## src/rtl/ccr_pkg.sv

```systemverilog
// constants and carrier types of the clock, ready and reset generator
//----------------------------------------------------------------------
//----------------------------------------------------------------------
package ccr_pkg;

   localparam logic [1:0] STRAP_CAPTURE_CYCLE  = 2'h3;
   localparam logic [1:0] READY_MIN_CYCLES     = 2'h2;
   localparam logic [1:0] READY_RELEASE_CYCLES = 2'h2;
   localparam int         RESET_MIN_CYCLES     = 16;

   localparam logic       PCLK_RST    = 1'b0;
   localparam logic       SYSCLK_RST  = 1'b0;
   localparam logic       SYSRST_RST  = 1'b1;
   localparam logic [1:0] HIST_RST    = 2'h0;
   localparam logic [1:0] ASYNC_RST   = 2'h3;

   typedef struct packed {
      logic ext_freq;
      logic xtal;
      logic src_sel;
      logic status_zero_n;
      logic status_one_n;
      logic status_driven;
      logic por_n;
      logic sync_ack_n;
      logic sync_sel_n;
      logic async_ack_n;
      logic async_sel_n;
   } pin_bus_t;

   // status and acknowledges idle high, clear asserted
   localparam pin_bus_t PIN_BUS_RST = 11'h0cf;

   typedef enum logic [1:0] {
      RDY_FLOAT,
      RDY_RECOVER,
      RDY_ASSERT
   } ready_state_t;

endpackage : ccr_pkg

```

## src/rtl/clock_ready_reset_generator.sv

```systemverilog
// clock, peripheral clock, reset and ready generation
`timescale 1ns/1ps
module clock_ready_reset_generator (
   input  wire logic I_SYS_CLK,
   input  wire logic I_NRST,
   input  wire logic I_XTAL_CLK,
   input  wire logic I_EXT_FREQ_IN,
   input  wire logic I_CLK_SOURCE_SELECT,
   input  wire logic I_STATUS_ZERO_N,
   input  wire logic I_STATUS_ONE_N,
   input  wire logic I_STATUS_DRIVEN,
   input  wire logic I_POWER_ON_CLEAR_N,
   input  wire logic I_SYNC_ACK_N,
   input  wire logic I_SYNC_ACK_SELECT_N,
   input  wire logic I_ASYNC_ACK_N,
   input  wire logic I_ASYNC_ACK_SELECT_N,
   output logic      O_SYSTEM_CLK,
   output logic      O_PERIPHERAL_CLK,
   output logic      O_SYSTEM_RESET,
   output logic      O_READY_N_O,
   output logic      O_READY_N_OE
);

   //----------------------------------------------------------------
   // pin synchronisers
   //----------------------------------------------------------------
   ccr_pkg::pin_bus_t     pins;
   ccr_pkg::pin_bus_t     pin_meta_reg;
   ccr_pkg::pin_bus_t     pin_sync_reg;

   logic                  src_sel_reg;
   logic [1:0]            strap_cnt_reg;
   logic                  sysclk_now;
   logic                  sysclk_reg;
   logic                  fe;
   logic                  st_low;
   logic [1:0]            hist_reg;
   logic                  aligned_reg;
   logic                  force_high;
   logic                  pclk_reg;
   logic                  por_s1_reg;
   logic                  sysrst_reg;
   logic [1:0]            async_s1_reg;
   logic [1:0]            async_s2_reg;
   logic                  async_act;
   logic                  sync_act;
   logic                  take;
   ccr_pkg::ready_state_t rdy_state_reg;
   logic [1:0]            rdy_cnt_reg;

   assign pins = '{ext_freq:      I_EXT_FREQ_IN,
                   xtal:          I_XTAL_CLK,
                   src_sel:       I_CLK_SOURCE_SELECT,
                   status_zero_n: I_STATUS_ZERO_N,
                   status_one_n:  I_STATUS_ONE_N,
                   status_driven: I_STATUS_DRIVEN,
                   por_n:         I_POWER_ON_CLEAR_N,
                   sync_ack_n:    I_SYNC_ACK_N,
                   sync_sel_n:    I_SYNC_ACK_SELECT_N,
                   async_ack_n:   I_ASYNC_ACK_N,
                   async_sel_n:   I_ASYNC_ACK_SELECT_N};

   always_ff @(posedge I_SYS_CLK or negedge I_NRST)
   begin
      if (!I_NRST)
      begin
         pin_meta_reg <= ccr_pkg::PIN_BUS_RST;
         pin_sync_reg <= ccr_pkg::PIN_BUS_RST;
      end
      else
      begin
         pin_meta_reg <= pins;
         pin_sync_reg <= pin_meta_reg;
      end
   end

   //----------------------------------------------------------------
   // system clock source and falling-edge enable
   //----------------------------------------------------------------
   // strap caught once synchronised values are valid after release
   always_ff @(posedge I_SYS_CLK or negedge I_NRST)
   begin
      if (!I_NRST)
      begin
         strap_cnt_reg <= 2'h0;
         src_sel_reg   <= 1'b0;
      end
      else if (strap_cnt_reg != ccr_pkg::STRAP_CAPTURE_CYCLE)
      begin
         strap_cnt_reg <= strap_cnt_reg + 2'h1;
         src_sel_reg   <= pin_sync_reg.src_sel;
      end
   end

   assign sysclk_now = src_sel_reg ? pin_sync_reg.ext_freq
                                   : pin_sync_reg.xtal;

   always_ff @(posedge I_SYS_CLK or negedge I_NRST)
   begin
      if (!I_NRST)
         sysclk_reg <= ccr_pkg::SYSCLK_RST;
      else
         sysclk_reg <= sysclk_now;
   end

   // every "falling edge" below is this one-cycle enable
   assign fe = sysclk_reg & ~sysclk_now;

   //----------------------------------------------------------------
   // peripheral clock
   //----------------------------------------------------------------
   assign st_low = pin_sync_reg.status_driven &
                   (~pin_sync_reg.status_zero_n | ~pin_sync_reg.status_one_n);

   always_ff @(posedge I_SYS_CLK or negedge I_NRST)
   begin
      if (!I_NRST)
         hist_reg <= ccr_pkg::HIST_RST;
      else if (fe)
         hist_reg <= {hist_reg[0], st_low};
   end

   // after alignment the phase is fixed; forcing again could only slip it
   always_ff @(posedge I_SYS_CLK or negedge I_NRST)
   begin
      if (!I_NRST)
         aligned_reg <= 1'b0;
      else if (sysrst_reg)
         aligned_reg <= 1'b0;
      else if (fe && !st_low && hist_reg[0])
         aligned_reg <= 1'b1;
   end

   assign force_high = (&hist_reg) & ~aligned_reg;

   always_ff @(posedge I_SYS_CLK or negedge I_NRST)
   begin
      if (!I_NRST)
         pclk_reg <= ccr_pkg::PCLK_RST;
      else if (fe)
      begin
         if (force_high)
            pclk_reg <= 1'b1;
         else
            pclk_reg <= ~pclk_reg;
      end
   end

   //----------------------------------------------------------------
   // system reset
   //----------------------------------------------------------------
   always_ff @(posedge I_SYS_CLK or negedge I_NRST)
   begin
      if (!I_NRST)
      begin
         por_s1_reg <= 1'b0;
         sysrst_reg <= ccr_pkg::SYSRST_RST;
      end
      else if (fe)
      begin
         por_s1_reg <= pin_sync_reg.por_n;
         sysrst_reg <= ~por_s1_reg;
      end
   end

   //----------------------------------------------------------------
   // acknowledge sampling
   //----------------------------------------------------------------
   always_ff @(posedge I_SYS_CLK or negedge I_NRST)
   begin
      if (!I_NRST)
      begin
         async_s1_reg <= ccr_pkg::ASYNC_RST;
         async_s2_reg <= ccr_pkg::ASYNC_RST;
      end
      else if (fe)
      begin
         async_s1_reg <= {pin_sync_reg.async_ack_n,
                          pin_sync_reg.async_sel_n};
         async_s2_reg <= async_s1_reg;
      end
   end

   assign async_act = (async_s2_reg == 2'h0);
   assign sync_act  = ~pin_sync_reg.sync_ack_n & ~pin_sync_reg.sync_sel_n;
   // async source wins; sync pair is not even looked at then
   assign take      = async_act ? 1'b1 : sync_act;

   //----------------------------------------------------------------
   // ready generator
   //----------------------------------------------------------------
   always_ff @(posedge I_SYS_CLK or negedge I_NRST)
   begin
      if (!I_NRST)
      begin
         rdy_state_reg <= ccr_pkg::RDY_ASSERT;
         rdy_cnt_reg   <= 2'h0;
      end
      else if (fe)
      begin
         if (sysrst_reg)
         begin
            rdy_state_reg <= ccr_pkg::RDY_ASSERT;
            rdy_cnt_reg   <= 2'h0;
         end
         else if (st_low)
         begin
            rdy_state_reg <= ccr_pkg::RDY_RECOVER;
            rdy_cnt_reg   <= ccr_pkg::READY_RELEASE_CYCLES - 2'h1;
         end
         else
         begin
            case (rdy_state_reg)
               ccr_pkg::RDY_RECOVER:
               begin
                  // pull-up needs this time; asserting now would glitch
                  if (rdy_cnt_reg != 2'h0)
                     rdy_cnt_reg <= rdy_cnt_reg - 2'h1;
                  else
                     rdy_state_reg <= ccr_pkg::RDY_FLOAT;
               end
               ccr_pkg::RDY_FLOAT:
               begin
                  if (pclk_reg && take)
                  begin
                     rdy_state_reg <= ccr_pkg::RDY_ASSERT;
                     rdy_cnt_reg   <= ccr_pkg::READY_MIN_CYCLES - 2'h1;
                  end
               end
               ccr_pkg::RDY_ASSERT:
               begin
                  if (rdy_cnt_reg != 2'h0)
                     rdy_cnt_reg <= rdy_cnt_reg - 2'h1;
                  else if (pclk_reg && !take)
                     rdy_state_reg <= ccr_pkg::RDY_FLOAT;
               end
               default:
               begin
                  rdy_state_reg <= ccr_pkg::RDY_FLOAT;
                  rdy_cnt_reg   <= 2'h0;
               end
            endcase
         end
      end
   end

   //----------------------------------------------------------------
   // outputs
   //----------------------------------------------------------------
   assign O_SYSTEM_CLK     = sysclk_reg;
   assign O_PERIPHERAL_CLK = pclk_reg;
   assign O_SYSTEM_RESET   = sysrst_reg;
   // open drain: only ever pulls low
   assign O_READY_N_O      = 1'b0;
   assign O_READY_N_OE     = (rdy_state_reg == ccr_pkg::RDY_ASSERT);

   // falling edges since the last status-low edge, saturating; checker helper only
   logic [1:0] fe_since_low_reg;

   always_ff @(posedge I_SYS_CLK or negedge I_NRST)
   begin
      if (!I_NRST)
         fe_since_low_reg <= ccr_pkg::READY_RELEASE_CYCLES;
      else if (fe && st_low && !sysrst_reg)
         fe_since_low_reg <= 2'h0;
      else if (fe && fe_since_low_reg != ccr_pkg::READY_RELEASE_CYCLES)
         fe_since_low_reg <= fe_since_low_reg + 2'h1;
   end
endmodule : clock_ready_reset_generator

```

## config.mk

```make
export PLATFORM = sky130hd
export DESIGN_NAME = clock_ready_reset_generator
export DESIGN_NICKNAME = d
export VERILOG_FILES = /design/src/rtl/ccr_pkg.sv /design/src/rtl/clock_ready_reset_generator.sv
export SDC_FILE = /design/constraint.sdc
export NUM_CORES = 1
export LEC_CHECK = 0
export BUFFER_PORTS_ARGS = -buffer_cell sky130_fd_sc_hd__buf_2
export CORE_MARGIN = 3
export CORE_UTILIZATION = 29
export CTS_BUF_LIST = sky130_fd_sc_hd__clkbuf_4
export CTS_CLUSTER_SIZE = 30
export DETAILED_ROUTE_END_ITERATION = 7
export GPL_TIMING_DRIVEN = 0
export PLACE_DENSITY_LB_ADDON = 0.25
export SYNTH_ARGS = -nofsm -noshare
export SYNTH_HDL_FRONTEND = slang
export SYNTH_SLANG_ARGS = --single-unit
```

## constraint.sdc

```tcl
create_clock -name I_SYS_CLK -period 1.9 [get_ports I_SYS_CLK]
set_input_delay 0.095 -clock I_SYS_CLK [delete_from_list [all_inputs] [get_ports I_SYS_CLK]]
set_output_delay 0.095 -clock I_SYS_CLK [all_outputs]
set_load 0.05 [all_outputs]
```

==> metrics <==
I/O pin count 18; WP buf/inv 1; Hold Path End pin_sync_reg[4]$_DFF_PN0_; routed wl met3 119 um; Pint 1.53 mW; Diodes inserted 0; NetSw 773 uW; Worst Hold Class reg -> reg; Seq/Total Area, Yosys 65.5%; grt total ovfl 0; placed cells 205; CTS H-tree lvls 2; max-slew violations 0; Worst path top cell family by delay flip-flops; critical path data arrival time 1840 ps; router iterations before antenna repair 4; first-pass GRT wire length 4150 um; Synth cell types 35; Critical Path Source Type flip-flop; Core ar. 5170 um^2; vias in the first global route 907; Fillers 500; hold buffers post-CTS 12; sequential power share 47.4%; unrepaired setup endpoints after global routing false; Clock power frac 22.6%; Max stage delay on crit path 570 ps; crit path cell chain inv_1, ha_1, nand2_1, nor3_1, nor3_4, mux2i_1; Netlist Area Pre-Place 1560 um^2; Die Y-Extent 79.4 um; Max Buffers Root-to-Sink 2; WL met1 1160 um; initial antenna violation count 0; Fmax 618 MHz; multi-input logic area 484 um^2; status completed; cts bufs inserted 5; r2r worst-path depth 6; DR top layer met4; ANT nets after route 0; Starting DRT DRC Count 55; Routed WL per cell 10.9 um; Initial Util 30.2%; CTS resizes 0; Clock Root Buffer clkbuf_4; met2 wire length 1130 um; Peak VDD IR 478 uV; layout cell share with drive strength beyond 1 34.8%; #FFs+latches synth 40; DIE AREA 6300 um^2; Crit path depth 6; synth warn 0; Comb pwr share 30.0%; fin area 1920 um^2; Synth area leaders dfrtp_1 35%, dfstp_2 30%, nand2_1 6.0%, ha_1 4.8%, a2111oi_4 1.8%; area leader, netlist dfrtp_1; reg2reg start rdy_state_reg[1]$_DFFE_PN1P_; kind of end point of the critical path flip-flop; worst-skew pair later-pin latency 330 ps; Slowest-stage cell, CP dfstp_2; nets 173; Worst R2R End rdy_cnt_reg[0]$_DFFE_PN0P_; final WL 2450 um; minimum clock period 1620 ps; # clock sinks 40; area share of the largest cell type after synthesis 35.3%; area delta synth->final 23.2%; DP Area 1730 um^2; Sw Ratio 33.6%; CTS tree built; Die Width 79.4 um; Post-Syn Nets 138; worst reg-to-reg setup slack 280 ps; largest net degree at the start of global routing 41; Max-Cap Viols 0; DRC 0; # rows 26; relative slew slack 43.4%; syn_area_per_cell 13.1 um^2; Vias per Instance 4.16; worst-margin pin slew 849 ps; endpoints failing setup 0; postcts setup bufs 0; TNS Setup 0 ps; leakage 0.861 nW; via count 936; post-synthesis cell count 119; Hold Crit Depth 0; CTS clk-pin slew, worst paths 110 ps; Final Hold Fails 0; Sequential Area 1020 um^2; total power 2.30 mW; final period utilization 85.1%; GP Congestion 0.794; Post-Layout Cell Count 225; HP Start pin_meta_reg[4]$_DFF_PN0_; Power Density 1200 nW/um^2; Setup CP Type reg -> reg; GRT Total Usage 8.86%; Critical Path Fanout Max 4; Critical Path RT 2120 ps; port bufs 16; hpwl dp 1710 um; worst clock skew 11.7 ps
[layout by cell type, fill, tap and decap left out, drive strengths merged]
cell type    instances
nand2               27
dfrtp               22
buf                 19
dfstp               18
dlygate4sd3         12
inv                  7
ha                   6
clkbuf               6
nor2                 4
a21oi                4
mux2                 4
mux2i                3
and2                 2
nand2b               2
clkinv               2
o21ai                2
o221ai               2
nor3                 2
a31oi                1
o22ai                1
nand4                1
o22a                 1
a21boi               1
nand3                1
a2111oi              1
xnor2                1
o21bai               1
conb                 1
bufinv               1
[final cells by class]
type / instances / area share, %
Clock inverter: 3 / 1.95
Buffer: 4 / 1.43
Multi-Input combinational cell: 68 / 25.2
Timing Repair Buffer: 28 / 10.4
Inverter: 7 / 1.37
Clock buffer: 5 / 1.95
Tap cell: 70 / 4.55
Sequential cell: 40 / 53.2
[routing by layer]
metal / vias up / global-route usage, %
met5: - / 0
met4: 0 / 5.33
met3: 4 / 3.72
met2: 20 / 12.5
met1: 452 / 11.2
li1: 460 / -
[through the flow]
step / hold WS, ps / setup WS [ps] / utilization, %
6_report: 359 / 282 / 37.2
5_1_grt: 356 / 194 / 37.2
3_5_place_dp: 201 / 281 / 33.4
4_1_cts: 361 / 267 / 37.2
2_1_floorplan: -201 / 324 / -
3_3_place_gp: 200 / 345 / 33.4
[synth_stat cells]
cell type	count
inv_1	7
clkbuf_1	1
mux2_2	2
nor3_4	1
o21ai_1	1
o22a_1	1
nand3_1	1
nor3_1	1
dfrtp_1	22
mux2i_2	1
nand2_1	25
buf_2	1
xnor2_1	1
mux2_1	1
mux2_4	1
o221ai_2	1
nand2_2	2
dfstp_2	18
nand4_1	1
nand2b_1	2
o221ai_1	1
a21oi_1	4
and2_1	2
nor2_1	4
o21ai_0	1
a2111oi_4	1
o21bai_1	1
buf_4	1
conb_1	1
mux2i_1	2
buf_6	1
a31oi_1	1
a21boi_4	1
o22ai_2	1
ha_1	6
[power by group through the flow]
| stage | sequential [mW] | clock (mW) | combinational [mW] |
|---|---|---|---|
| 2_1_floorplan | 1.15 | 0 | 0.462 |
| 3_3_place_gp | 1.10 | 0 | 0.641 |
| 3_5_place_dp | 1.11 | 0 | 0.675 |
| 4_1_cts | 1.09 | 0.552 | 0.697 |
| 5_1_grt | 1.11 | 0.595 | 0.770 |
| 6_report | 1.09 | 0.521 | 0.690 |
[cells by family (layout without fill, tap and decap cells)]
family                   after synthesis  after routing  share of synthesized area, %
flip-flops                            40             40                          65.5
AND/OR/NAND/NOR                       39             39                          11.5
AO/OA/AOI/OAI                         14             14                          8.65
buffers and inverters                 11             47                          3.45
multiplexers                           7              7                          5.29
adder cells (fa/ha/maj)                6              6                          4.81
other                                  1              1                         0.240
XOR/XNOR                               1              1                         0.561
[how the worst max path moves through the flow]
| stage | slack (ps) | startpoint | endpoint |
|---|---|---|---|
| after floorplan | 320 | O_SYSTEM_RESET$_DFFE_PN1P_ | rdy_cnt_reg[0]$_DFFE_PN0P_ |
| after global placement | 340 | rdy_state_reg[1]$_DFFE_PN1P_ | rdy_cnt_reg[1]$_DFFE_PN0P_ |
| after detailed placement | 280 | rdy_state_reg[1]$_DFFE_PN1P_ | rdy_cnt_reg[0]$_DFFE_PN0P_ |
| after CTS | 270 | rdy_state_reg[1]$_DFFE_PN1P_ | rdy_cnt_reg[0]$_DFFE_PN0P_ |
| after global routing | 190 | rdy_state_reg[1]$_DFFE_PN1P_ | rdy_cnt_reg[0]$_DFFE_PN0P_ |
| final | 280 | rdy_state_reg[1]$_DFFE_PN1P_ | rdy_cnt_reg[0]$_DFFE_PN0P_ |
(Power assumes the default switching activity.)
